===== src/inc/dpdi_pkg.sv =====
package dpdi_pkg;
  // ****************************************************
  // Data path sizes and codes
  // ****************************************************
  localparam int DATA_W = 10;
  localparam logic [9:0] CODE_FULL = 10'h3ff;
  localparam logic [9:0] CODE_ZERO = 10'h000;
  // ****************************************************
  // Register port
  // ****************************************************
  localparam int ADDR_W = 4;
  localparam int REG_W = 16;
  localparam logic [3:0] ADDR_CFG = 4'h0;
  localparam logic [3:0] ADDR_STAT = 4'h1;
  localparam logic [7:0] CFG_RST = 8'h24;
  localparam logic [15:0] RDATA_ZERO = 16'h0000;
  // ****************************************************
  // Lock detector and buffer
  // ****************************************************
  localparam int LOCK_W = 3;
  localparam logic [2:0] LOCK_GOOD = 3'h4;
  localparam logic [2:0] GAP_EXPECT = 3'h1;
  localparam logic [1:0] BUF_FULL = 2'h2;
  localparam logic [1:0] BUF_EMPTY = 2'h0;
  // Input mux selection per range select combination
  typedef enum logic [1:0] {
    DPDI_INTERLEAVE,
    DPDI_PORT1,
    DPDI_PORT2,
    DPDI_SPARE
  } dpdi_sel_e;
endpackage : dpdi_pkg


===== src/design/dpdi_top.sv =====
// Our own choices: the register offsets and the strobed register port.
module dpdi_top #(
  parameter logic [7:0] CFG_DEFAULT = dpdi_pkg::CFG_RST
) (
  input wire logic SYS_CLK,
  input wire logic RST_B,
  input wire logic MULT_SUPPLY_STRAP,
  input wire logic RANGE_SELECT_BIT0,
  input wire logic RANGE_SELECT_BIT1,
  input wire logic EXT_CLK,
  input wire logic RESET_IN,
  input wire logic [dpdi_pkg::DATA_W-1:0] PORT1_DATA,
  input wire logic [dpdi_pkg::DATA_W-1:0] PORT2_DATA,
  input wire logic [dpdi_pkg::ADDR_W-1:0] REG_ADDR,
  input wire logic [dpdi_pkg::REG_W-1:0] REG_WDATA,
  input wire logic REG_WR,
  input wire logic REG_RD,
  output logic [dpdi_pkg::REG_W-1:0] REG_RDATA,
  output logic LOCK_OR_HALF_CLOCK_OUT,
  output logic [dpdi_pkg::DATA_W-1:0] TRUE_CODE_OUT,
  output logic [dpdi_pkg::DATA_W-1:0] COMPLEMENT_CODE_OUT,
  output logic OUT_VALID,
  input wire logic OUT_READY,
  output logic IN_READY
);
  import dpdi_pkg::*;

  // ****************************************************
  // Mode decode
  // ****************************************************
  function automatic dpdi_sel_e decode_sel(input logic [7:0] table_v, input logic [1:0] sel);
    dpdi_sel_e res;
    res = dpdi_sel_e'(table_v[{sel, 1'b0} +: 2]);
    if (res == DPDI_SPARE) begin
      res = DPDI_INTERLEAVE;
    end
    return res;
  endfunction : decode_sel

  logic [7:0] cfg_r;
  logic [1:0] sel;
  dpdi_sel_e mode;
  logic il;
  logic step;
  logic full;
  logic [1:0] cnt_r;

  assign sel = {RANGE_SELECT_BIT1, RANGE_SELECT_BIT0};
  assign mode = decode_sel(cfg_r, sel);
  assign il = MULT_SUPPLY_STRAP || (mode == DPDI_INTERLEAVE);
  assign full = (cnt_r == BUF_FULL);
  assign step = !full;

  // ****************************************************
  // External clock edge and lock detect
  // ****************************************************
  logic ext_clk_d_r;
  logic ext_rise;
  logic [LOCK_W-1:0] gap_r;
  logic [LOCK_W-1:0] good_r;
  logic lock_r;

  assign ext_rise = EXT_CLK && !ext_clk_d_r;

  always_ff @(posedge SYS_CLK or negedge RST_B) begin
    if (!RST_B) begin
      ext_clk_d_r <= 1'b0;
    end else begin
      ext_clk_d_r <= EXT_CLK;
    end
  end

  always_ff @(posedge SYS_CLK or negedge RST_B) begin
    if (!RST_B) begin
      gap_r <= '0;
      good_r <= '0;
      lock_r <= 1'b0;
    end else if (ext_rise) begin
      gap_r <= '0;
      if (gap_r != GAP_EXPECT) begin
        good_r <= '0;
        lock_r <= 1'b0;
      end else if (good_r != LOCK_GOOD) begin
        good_r <= good_r + 3'h1;
      end else begin
        lock_r <= 1'b1;
      end
    end else if (gap_r != '1) begin
      gap_r <= gap_r + 3'h1;
    end
  end

  // ****************************************************
  // Half-rate clock and alignment
  // ****************************************************
  logic half_r;
  logic half_rise;

  assign half_rise = !MULT_SUPPLY_STRAP && !RESET_IN && step && !half_r;

  // reset forces 1, first edge after low with the buffer not full toggles
  always_ff @(posedge SYS_CLK or negedge RST_B) begin
    if (!RST_B) begin
      half_r <= 1'b1;
    end else if (MULT_SUPPLY_STRAP || RESET_IN) begin
      half_r <= 1'b1;
    end else if (step) begin
      half_r <= ~half_r;
    end
  end

  always_ff @(posedge SYS_CLK or negedge RST_B) begin
    if (!RST_B) begin
      LOCK_OR_HALF_CLOCK_OUT <= 1'b0;
    end else begin
      LOCK_OR_HALF_CLOCK_OUT <= MULT_SUPPLY_STRAP ? lock_r : half_r;
    end
  end

  // ****************************************************
  // Input latches and output sequencing
  // ****************************************************
  logic [DATA_W-1:0] p1_r;
  logic [DATA_W-1:0] p2_r;
  logic pend_r;
  logic capture_ev;
  logic push;
  logic [DATA_W-1:0] push_data;

  assign capture_ev = MULT_SUPPLY_STRAP ? (ext_rise && step) : half_rise;
  assign push = capture_ev || (pend_r && step);

  always_comb begin
    push_data = p1_r;
    if (capture_ev) begin
      push_data = (il || mode == DPDI_PORT2) ? p2_r : p1_r;
    end
  end

  always_ff @(posedge SYS_CLK or negedge RST_B) begin
    if (!RST_B) begin
      p1_r <= CODE_ZERO;
      p2_r <= CODE_ZERO;
    end else if (capture_ev) begin
      if (il || mode == DPDI_PORT1) begin
        p1_r <= PORT1_DATA;
      end
      if (il || mode == DPDI_PORT2) begin
        p2_r <= PORT2_DATA;
      end
    end
  end

  // second transfer one fast cycle later, or on the first cycle after that when the buffer is not full
  always_ff @(posedge SYS_CLK or negedge RST_B) begin
    if (!RST_B) begin
      pend_r <= 1'b0;
    end else if (capture_ev && il) begin
      pend_r <= 1'b1;
    end else if (step) begin
      pend_r <= 1'b0;
    end
  end

  // ****************************************************
  // Two-entry output buffer
  // ****************************************************
  logic [DATA_W-1:0] mem [2];
  logic wp_r;
  logic rp_r;
  logic [1:0] cnt_nxt;
  logic pop;

  assign pop = (cnt_r != BUF_EMPTY) && (!OUT_VALID || OUT_READY);

  always_comb begin
    cnt_nxt = cnt_r;
    if (push && !pop) begin
      cnt_nxt = cnt_r + 2'h1;
    end else if (pop && !push) begin
      cnt_nxt = cnt_r - 2'h1;
    end
  end

  always_ff @(posedge SYS_CLK or negedge RST_B) begin
    if (!RST_B) begin
      wp_r <= 1'b0;
      rp_r <= 1'b0;
      cnt_r <= BUF_EMPTY;
      IN_READY <= 1'b1;
    end else begin
      cnt_r <= cnt_nxt;
      IN_READY <= (cnt_nxt != BUF_FULL);
      if (push) begin
        wp_r <= ~wp_r;
      end
      if (pop) begin
        rp_r <= ~rp_r;
      end
    end
  end

  always_ff @(posedge SYS_CLK) begin
    if (push) begin
      mem[wp_r] <= push_data;
    end
  end

  always_ff @(posedge SYS_CLK or negedge RST_B) begin
    if (!RST_B) begin
      OUT_VALID <= 1'b0;
      TRUE_CODE_OUT <= CODE_ZERO;
      COMPLEMENT_CODE_OUT <= CODE_FULL;
    end else if (pop) begin
      OUT_VALID <= 1'b1;
      TRUE_CODE_OUT <= mem[rp_r];
      COMPLEMENT_CODE_OUT <= CODE_FULL - mem[rp_r];
    end else if (OUT_READY) begin
      OUT_VALID <= 1'b0;
    end
  end

  // ****************************************************
  // Register port
  // ****************************************************
  always_ff @(posedge SYS_CLK or negedge RST_B) begin
    if (!RST_B) begin
      cfg_r <= CFG_DEFAULT;
    end else if (REG_WR && REG_ADDR == ADDR_CFG) begin
      cfg_r <= REG_WDATA[7:0];
    end
  end

  always_ff @(posedge SYS_CLK or negedge RST_B) begin
    if (!RST_B) begin
      REG_RDATA <= RDATA_ZERO;
    end else if (REG_RD && REG_ADDR == ADDR_CFG) begin
      REG_RDATA <= {8'h00, cfg_r};
    end else if (REG_RD && REG_ADDR == ADDR_STAT) begin
      REG_RDATA <= {8'h00, cnt_r, pend_r, lock_r, half_r, mode, MULT_SUPPLY_STRAP};
    end else begin
      REG_RDATA <= RDATA_ZERO;
    end
  end
endmodule : dpdi_top


===== config.mk =====
export PLATFORM = sky130hd
export DESIGN_NAME = dpdi_top
export DESIGN_NICKNAME = d
export VERILOG_FILES = /design/src/inc/dpdi_pkg.sv /design/src/design/dpdi_top.sv
export SDC_FILE = /design/constraint.sdc
export NUM_CORES = 1
export LEC_CHECK = 0
export ABC_AREA = 1
export ABC_CLOCK_PERIOD_IN_PS = 2220
export BUFFER_PORTS_ARGS = -buffer_cell sky130_fd_sc_hd__buf_2
export CORE_MARGIN = 2
export CORE_UTILIZATION = 49
export DETAILED_ROUTE_END_ITERATION = 16
export PLACE_DENSITY = 0.83
export SYNTH_ARGS = -nofsm -noshare
export SYNTH_HDL_FRONTEND = slang
export SYNTH_SLANG_ARGS = --single-unit
export TNS_END_PERCENT = 30

===== constraint.sdc =====
create_clock -name SYS_CLK -period 2.22 [get_ports SYS_CLK]
set_input_delay 0 -clock SYS_CLK [delete_from_list [all_inputs] [get_ports SYS_CLK]]
set_output_delay 0 -clock SYS_CLK [all_outputs]
set_load 0.01 [all_outputs]

Word-level counts from Yosys, hierarchy flattened
Memories as Yosys holds them, arrays and structs flattened.
Cells that the tools add are included.
{ "word_totals": {"memories": 1, "input_bits": 50, "wordCells": 100, "register_bits": 81, "output_inout_bits": 39, "ramBits": 20} }
{ "memory_table": {"columns": ["name", "words", "word_bits", "rd", "rd_ports_with_merged_regs", "write_ports", "line", "source"], "rows": [
  ["mem", 2, 10, 1, 0, 1, "dpdi_top.sv:168", "logic [DATA_W-1:0] mem [2];"]
]} }
{ "classes": {"eq_ne": 12, "mux": 23, "shift": 1, "n_bitwise": 3, "n_reduce_logical": 37, "add_sub_neg": 5} }
{ "ops": {"columns": ["operator", "n"], "rows": [
  ["10-bit 2-to-1 mux", 2],
  ["8-bit 2-to-1 mux", 2],
  ["1-bit logical AND", 13],
  ["1-bit 2-to-1 mux", 12],
  ["3-bit 2-to-1 mux", 4],
  ["10-bit subtractor (first input constant)", 1],
  ["1-bit logical NOT", 8],
  ["2-bit AND reduction", 4],
  ["2-bit nonzero test", 4],
  ["8-bit by 4-bit variable part select with 2-bit output", 1],
  ["3-bit by 1-bit adder with 3-bit output (second input constant)", 2],
  ["2-bit == test (second input constant)", 3],
  ["1-bit logical OR", 6],
  ["2-bit 2-to-1 mux", 3],
  ["3-bit inequality test (second input constant)", 2],
  ["4-bit by 1-bit == test with 1-bit output (second input constant)", 1],
  ["4-bit logical NOT", 1],
  ["2-bit by 1-bit inequality test with 1-bit output (second input constant)", 2],
  ["2-bit inequality test (second input constant)", 2],
  ["3-bit by 1-bit inequality test with 1-bit output (second input constant)", 1],
  ["1-bit NOT", 3],
  ["2-bit by 1-bit adder with 2-bit output (second input constant)", 1],
  ["2-bit by 1-bit == test with 1-bit output (second input constant)", 1],
  ["2-bit logical NOT", 1],
  ["2-bit by 1-bit subtractor with 2-bit output (second input constant)", 1]
]} }

Logic depth before layout (Yosys ltp)
Gate-level depths: netlist of run 1.
{ "logic_depth": {"ltp_word": 11, "mapped_depth": 11} }

Worst setup path before layout of run 1
OpenSTA, ideal clock, no wires.
{ "synth_path": {"path_type": "reg2reg", "from": "reg cfg_r[5]", "to": "mem mem[0][0] (data pin)", "arrival_time_ns": 1.846, "period_less_slack_ns": 2.102, "path_stages_with_launch": 9, "path_slack_ns": 0.118, "path_buffers": 1, "path_cell_list": "dfstp_2 nand2_1 a32oi_1 inv_1 ha_1 or3_1 clkbuf_1 nand3_1 nand2_1"} }
{ "synth_via": {"elab_chain_cells": 8, "elab_cells_between_ends": 9, "cone_classes": "eq/ne (2); shift (1); mux (3); reduce/logical (3)"} }
{ "synth_rtl": {"columns": ["element", "line", "source"], "rows": [
  ["from (decl)", "dpdi_top.sv:40", "logic [7:0] cfg_r;"],
  ["from (signal assigned)", "dpdi_top.sv:230", "cfg_r <= REG_WDATA[7:0];"],
  ["8-bit by 4-bit variable part select with 2-bit output (*)", "dpdi_top.sv:33", "res = dpdi_sel_e'(table_v[{sel, 1'b0} +: 2]);"],
  ["2-bit == test", "dpdi_top.sv:34", "if (res == DPDI_SPARE) begin"],
  ["2-bit 2-to-1 mux (*)", "dpdi_top.sv:34", null],
  ["2-bit logical NOT", "dpdi_top.sv:50", "assign il = MULT_SUPPLY_STRAP || (mode == DPDI_INTERLEAVE);"],
  ["1-bit logical OR", "dpdi_top.sv:50", null],
  ["1-bit logical OR (*)", "dpdi_top.sv:136", "push_data = (il || mode == DPDI_PORT2) ? p2_r : p1_r;"],
  ["10-bit 2-to-1 mux (*)", "dpdi_top.sv:136", null],
  ["10-bit 2-to-1 mux (*)", "dpdi_top.sv:135", "if (capture_ev) begin"],
  ["net push_data[0]", "dpdi_top.sv:128", "logic [DATA_W-1:0] push_data;"],
  ["to (decl)", "dpdi_top.sv:168", null]
]} }
The timed path passes the listed nets; every way through them passes the cells marked *.

Worst setup path in the final report of run 1
{ "layout_path": {"from": "reg cfg_r[2]", "to": "mem mem[0][9] (data pin)"} }
Same word-level chain as after synthesis.

==> flow_metrics.env, run 1 <==
export IMPL_place_area_mm2=0.00452
export IMPL_cpMostUsedCell="nand2_1"
export IMPL_nets=591
export IMPL_synth_area_mm2=0.00405
export IMPL_finalClockSkew_ns=0.00790
export IMPL_rows=33
export IMPL_worstPathMaxFanout=20
export IMPL_slew_violations=0
export IMPL_grt_setup_unrepaired="false"
export IMPL_fill_cells=692
export IMPL_worstPathCellList="nand2_1 > a32oi_2 > inv_1 > ha_1 > or3_4 > buf_12 > nand3_1 > nand2_1"
export IMPL_synthFlopType="dfrtp_1"
export IMPL_grt_pass1_vias=3048
export IMPL_synth_cell_type_count=30
export IMPL_synthArstFlopShare_pct=78.5
export IMPL_clockRootBuffer="clkbuf_8"
export IMPL_vias_per_cell=4.93
export IMPL_post_place_ws_ns=0.0906
export IMPL_min_from="REG_RD"
export IMPL_cts_tree="built"
export IMPL_worst_pin_slew_ns=0.666
export IMPL_regToRegStartpoint="cfg_r[2]"
export IMPL_dr_pass1_iters=4
export IMPL_place_hpwl_mm=5.64
export IMPL_setup_tns_ns=0
export IMPL_slew_headroom_pct=55.6
export IMPL_worst_slack_ns=0.0908
export IMPL_synth_edf_count=20
export IMPL_irDropWorstVdd_mv=0.405
export IMPL_initial_core_util_pct=50.0
export IMPL_gp_congestion=0.811
export IMPL_min_path_type="in -> reg"
export IMPL_hold_viol=0
export IMPL_yosysTopAreaCell="dfrtp_1"
export IMPL_grt_pass1_wl_mm=13.7
export IMPL_cts_buffers=9
export IMPL_drt_iter0_drc=130
export IMPL_ys_ff_latch=93
export IMPL_synthCells=421
export IMPL_period_needed_ns=2.13
export IMPL_p_leak_uw=0.00261
export IMPL_crit_type="reg -> reg"
export IMPL_cts_max_path_buffers=2
export IMPL_grt_max_degree=45
export IMPL_status="complete, no violations"
export IMPL_grt_usage_pct=19.8
export IMPL_portBuffers=72
export IMPL_antenna_found_initial=0
export IMPL_postLayoutCellArea_mm2=0.00508
export IMPL_drive_above_1_share_pct=24.3
export IMPL_wl_per_cell_um=12.7
export IMPL_drv_cap=0
export IMPL_clk_latency_ns=0.36
export IMPL_cts_clk_slew_worst_paths_ns=0.09
export IMPL_fmax_mhz=470
export IMPL_cts_max_level=3
export IMPL_die_w_um=94.9
export IMPL_n_antenna_cell=0
export IMPL_worstSetupStartpointType="register"
export IMPL_ys_warn_count=0
export IMPL_required_ns=2.32
export IMPL_wirelength_mm=8.17
export IMPL_fin_crit_sh_pct=95.9
export IMPL_pin_count=89
export IMPL_die_y_um=94.9
export IMPL_startpoint="cfg_r[2]"
export IMPL_overflow=0
export IMPL_synth_seq_area_share_pct=60.4
export IMPL_power_density_mw_per_mm2=1120
export IMPL_hold_slack_ns=0.170
export IMPL_yosys_area_top_type_share_pct=36.5
export IMPL_cts_sinks=93
export IMPL_slowest_stage="dfstp_2"
export IMPL_critPathCaptureType="register"
export IMPL_postCtsSetupBuffers=0
export IMPL_coreArea_mm2=0.00809
export IMPL_vias=3157
export IMPL_cp_arrival_ns=2.23
export IMPL_drc=0
export IMPL_avgSynthCellArea_um2=9.62
export IMPL_setup_viol=0
export IMPL_area_growth_pct=25.4
export IMPL_max_stage_delay_ns=0.56
export IMPL_dieArea_mm2=0.00901
export IMPL_synth_area_leaders="dfrtp_1, edfxtp_1, nand2_1, dfstp_2, inv_1"
export IMPL_antenna_left=0
==> cell families after synthesis <==
| group | share of synthesized area, % |
|---|---|
| other | 0.0926 |
| adders and majority gates | 3.09 |
| xor gates and xnor gates | 0.433 |
| and+or+nand+nor | 19.5 |
| buffers and inverters | 7.73 |
| AOI/OAI and AO/OA | 8.78 |
| DFF | 60.4 |
==> placed cells by master (no fill, tap or decap), types with 9 or more instances in the layout <==
cell	synthesis	routed
nor2_1	21	21
nand2_1	136	135
buf_2	1	72
nand3_1	26	26
a21oi_1	13	12
o21a_1	11	11
dlygate4sd3_1	0	34
dfrtp_1	59	59
inv_1	45	45
edfxtp_1	20	20
ha_1	10	10
dfstp_2	14	14
clkbuf_8	0	9
o21ai_2	11	11
==> synthesized netlist by cell type, types with 2 or more instances <==
cell type / n
nor2_2: 2
xor2_1: 2
o22ai_1: 8
ha_1: 10
buf_4: 13
nand2_1: 136
a21oi_1: 13
o21a_1: 11
nor2_1: 21
dfrtp_1: 59
clkbuf_1: 6
nand3_1: 26
edfxtp_1: 20
o21ai_2: 11
nor3_1: 2
o21ai_0: 7
nand4_1: 2
dfstp_2: 14
inv_1: 45
nand2_2: 2
a32oi_1: 2
==> state kept, by name, indices dropped and copies added, names as in the netlist, 8 cells and up <==
register,cells
COMPLEMENT_CODE_OUT,10
REG_RDATA,8
TRUE_CODE_OUT,10
cfg_r,8
mem,20
p1_r,10
p2_r,10
==> worst max-delay path, delay by kind of cell, from the launching register on <==
kind / cells / cell delay, ns
buf+inv: 2 / 0.25
flops: 1 / 0.56
fa+ha+maj: 1 / 0.20
compound gates: 1 / 0.25
simple gates: 4 / 0.62
==> final timing paths <==
path                                           to  slack (ns)  cells past startpoint
hold reg to reg            COMPLEMENT_CODE_OUT[9]        0.47                      2
max in group asynchronous                IN_READY        1.30                      3
hold / removal                       REG_RDATA[7]        0.17                      3
setup reg to reg                        mem[0][9]        0.09                      8
setup / recovery                        mem[0][9]        0.09                      8
min in group asynchronous                  lock_r        0.20                      2
==> report_power, final <==
part | total (uW) | switching, uW | leakage [uW] | internal (uW)
Clock | 1100 | 583 | 0.0000903 | 519
Combinational | 1810 | 1080 | 0.00146 | 726
Sequential | 2790 | 327 | 0.00106 | 2460
==> metrics by stage <==
stage,total power [uW],util (%),std cells
2_1_floorplan,3970,-,428
3_3_place_gp,4440,55.9,591
3_5_place_dp,4580,55.9,591
4_1_cts,5720,62.5,641
5_1_grt,6150,62.7,641
6_report,5700,62.7,641
==> repair_timing <==
| action | in CTS | in global routing |
|---|---|---|
| hold endpoints to repair | 60 | 0 |
| setup endpoints to repair | 0 | 20 |
| hold buffers | 34 | 0 |
| gates resized for setup | 0 | 4 |
==> metal layers <==
metal | vias up | GRT usage [%] | part of all wire [%]
li1 | 1542 | - | -
met1 | 1518 | 26.0 | 43
met2 | 83 | 32.2 | 51
met3 | 14 | 3.75 | 4.4
met4 | 0 | 8.57 | 1.7
met5 | - | 0 | 0
==> final cells by class <==
cell class	instances	area [um^2]	area share [%]
Sequential cell	93	2440	48.2
Multi-Input combinational cell	267	1340	26.5
Timing Repair Buffer	113	791	15.6
Inverter	47	176	3.47
Tap cell	105	131	2.59
Clock buffer	10	128	2.51
Clock inverter	6	62.6	1.23
(Power assumes the default switching activity.)
==> run 2, diff against run 1 <==
Settings changed: ABC_AREA 1 to default, CORE_UTILIZATION 49 to 48, PLACE_DENSITY 0.83 to 0.82, SKIP_CTS_REPAIR_TIMING from default to 1.
==> run 2 against run 1 <==
Net effect:
- the flow now finishes with violations (setup timing)
- power up 6.8%
- sequential power up 3%
- global-route usage down 2.1 points
- die area down 0.84%
- clock skew up 0.0027 ns
- routed wire length down 4.6%
- combinational power up 17%
- maximum frequency down 5.2%
- critical path depth down 2
- critical endpoint is now mem[0][1]
- largest cell class unchanged
- highest routed layer unchanged
==> flow_metrics.env, run 2 <==
export IMPL_fmax_mhz=445
export IMPL_worstSetupStartpointType="register"
export IMPL_synth_seq_area_share_pct=62.2
export IMPL_post_place_ws_ns=-0.0300
export IMPL_initial_core_util_pct=48.6
export IMPL_final_cell_mix="buf_2, dfrtp_1, nand2_1"
export IMPL_slew_violations=0
export IMPL_vias_per_cell=4.97
export IMPL_cts_clk_slew_worst_paths_ns=0.09
export IMPL_ys_ff_latch=93
export IMPL_fin_crit_sh_pct=101
export IMPL_synthArstFlopShare_pct=78.5
export IMPL_vias=2617
export IMPL_overflow=0
export IMPL_antenna_left=0
export IMPL_critPathCaptureType="register"
export IMPL_cpLargestDelayFamily="multiplexers"
export IMPL_clk_latency_ns=0.36
export IMPL_largest_reg_flops=20
export IMPL_power_uw=6080
export IMPL_irDropWorstVdd_mv=0.513
export IMPL_synthCells=286
export IMPL_grt_pass1_vias=2523
export IMPL_top_register="mem"
export IMPL_setup_viol=16
export IMPL_min_path_type="in -> reg"
export IMPL_cts_buffers=9
export IMPL_hold_viol=0
export IMPL_drv_cap=0
export IMPL_p_leak_uw=0.00236
export IMPL_wl_per_cell_um=14.8
export IMPL_rows=33
export IMPL_cts_max_level=3
export IMPL_max_stage_delay_ns=0.51
export IMPL_nets=477
export IMPL_avgSynthCellArea_um2=13.7
export IMPL_die_y_um=94.5
export IMPL_yosysTopAreaCell="dfrtp_1"
export IMPL_grt_setup_unrepaired="true"
export IMPL_period_needed_ns=2.25
export IMPL_synth_cell_type_count=38
export IMPL_required_ns=2.33
export IMPL_yosys_area_top_type_share_pct=37.6
export IMPL_portBuffers=72
export IMPL_coreArea_mm2=0.00809
export IMPL_die_w_um=94.5
export IMPL_dr_pass1_iters=4
export IMPL_n_antenna_cell=0
export IMPL_slowest_stage="mux4_2"
export IMPL_setup_tns_ns=-0.299
export IMPL_pin_count=89
export IMPL_drc=0
export IMPL_dieArea_mm2=0.00893
export IMPL_worst_pin_slew_ns=0.628
export IMPL_place_hpwl_mm=5.43
export IMPL_area_growth_pct=30.3
export IMPL_gp_congestion=0.750
export IMPL_power_density_mw_per_mm2=1190
export IMPL_grt_max_degree=29
export IMPL_crit_type="reg -> reg"
export IMPL_cp_arrival_ns=2.36
export IMPL_wirelength_mm=7.79
export IMPL_final_common_cell="buf_2"
export IMPL_worstPathMaxFanout=16
export IMPL_clockRootBuffer="clkbuf_8"
export IMPL_ys_warn_count=0
export IMPL_fill_cells=603
export IMPL_synth_common_cells="dfrtp_1, mux2_2, nand2_1"
export IMPL_slew_headroom_pct=58.1
export IMPL_violations="setup timing"
export IMPL_worst_slack_ns=-0.0258
export IMPL_drt_iter0_drc=154
export IMPL_synthFlopType="dfrtp_1"
export IMPL_synth_edf_count=20
export IMPL_cts_tree="built"
export IMPL_synth_area_mm2=0.00393
export IMPL_drive_above_1_share_pct=42.2
export IMPL_cts_max_path_buffers=2
export IMPL_synth_area_leaders="dfrtp_1, edfxtp_1, mux2_2, dfstp_2, nand2_1"
export IMPL_finalClockSkew_ns=0.0106
export IMPL_grt_usage_pct=17.7
export IMPL_worstPathCellList="mux4_2 > inv_2 > ha_4 > o31ai_4 > buf_12 > mux2_2"
export IMPL_rrSetupSlack_ns=-0.03
export IMPL_grt_pass1_wl_mm=12.0
export IMPL_yosysMostFrequentCell="dfrtp_1"
export IMPL_crit_buf_inv=2
export IMPL_antenna_found_initial=0
export IMPL_status="complete, but fails checks"
export IMPL_cts_sinks=93
run 2: final timing paths:
check	from	to	cells after the start
worst max-delay path	cfg_r[7]	mem[0][1]	6
worst min-delay path	MULT_SUPPLY_STRAP	pend_r	3
worst max register to register	cfg_r[7]	mem[0][1]	6
worst min register to register	COMPLEMENT_CODE_OUT[7]	COMPLEMENT_CODE_OUT[7]	2
max in group asynchronous	RST_B	cfg_r[5]	3
min in group asynchronous	RST_B	TRUE_CODE_OUT[8]	2
run 2: metrics by stage:
stage / hold WS [ns] / cell area (um^2) / cells / util [%]
after floorplan: -0.296 / 3960 / 293 / -
after global placement: 0.0284 / 4550 / 477 / 56.3
after detailed placement: 0.0295 / 4550 / 477 / 56.3
after CTS: -0.371 / 4750 / 493 / 58.7
after global routing: 0.0979 / 5120 / 527 / 63.3
final: 0.106 / 5120 / 527 / 63.3
run 2: cell type report:
type,count,area (um^2),share of cell area (%)
Sequential cell,93,2440,47.7
Multi-Input combinational cell,173,1420,27.7
Timing Repair Buffer,130,892,17.4
Clock buffer,10,149,2.91
Tap cell,105,131,2.57
Clock inverter,6,50.0,0.977
Inverter,10,37.5,0.733
run 2: power by group:
part / internal [uW] / leakage [uW] / switching, uW
sequential: 2510 / 0.00105 / 356
clock: 491 / 0.000102 / 608
combinational: 1090 / 0.00120 / 1030
total: 4090 / 0.00236 / 1990
run 2: layer usage:
metal,track usage (%),vias to the layer above,routed length [um]
met3,4.15,19,312
li1,-,1247,-
met1,23.2,1287,3250
met4,8.45,0,238
met5,0,-,0
met2,28.0,64,3990
run 2: cell families (layout without fill, tap and decap cells):
kind of cell | count (synthesis) | after routing | synth area share (%)
DFF | 93 | 93 | 62.2
AOI/OAI and AO/OA | 33 | 33 | 6.62
xor gates and xnor gates | 6 | 6 | 1.34
and+or+nand+nor | 64 | 64 | 7.93
adders and majority gates | 10 | 10 | 3.18
other | 1 | 8 | 0.0954
muxes | 52 | 52 | 15.1
buffers and inverters | 27 | 156 | 3.53
run 2: tightest hold or removal path: cells and delay by family:
kind / cells / cell delay, ns
AO/OA/AOI/OAI: 1 / 0.19
buffers and inverters: 1 / 0.19
AND/OR/NAND/NOR: 1 / 0.05
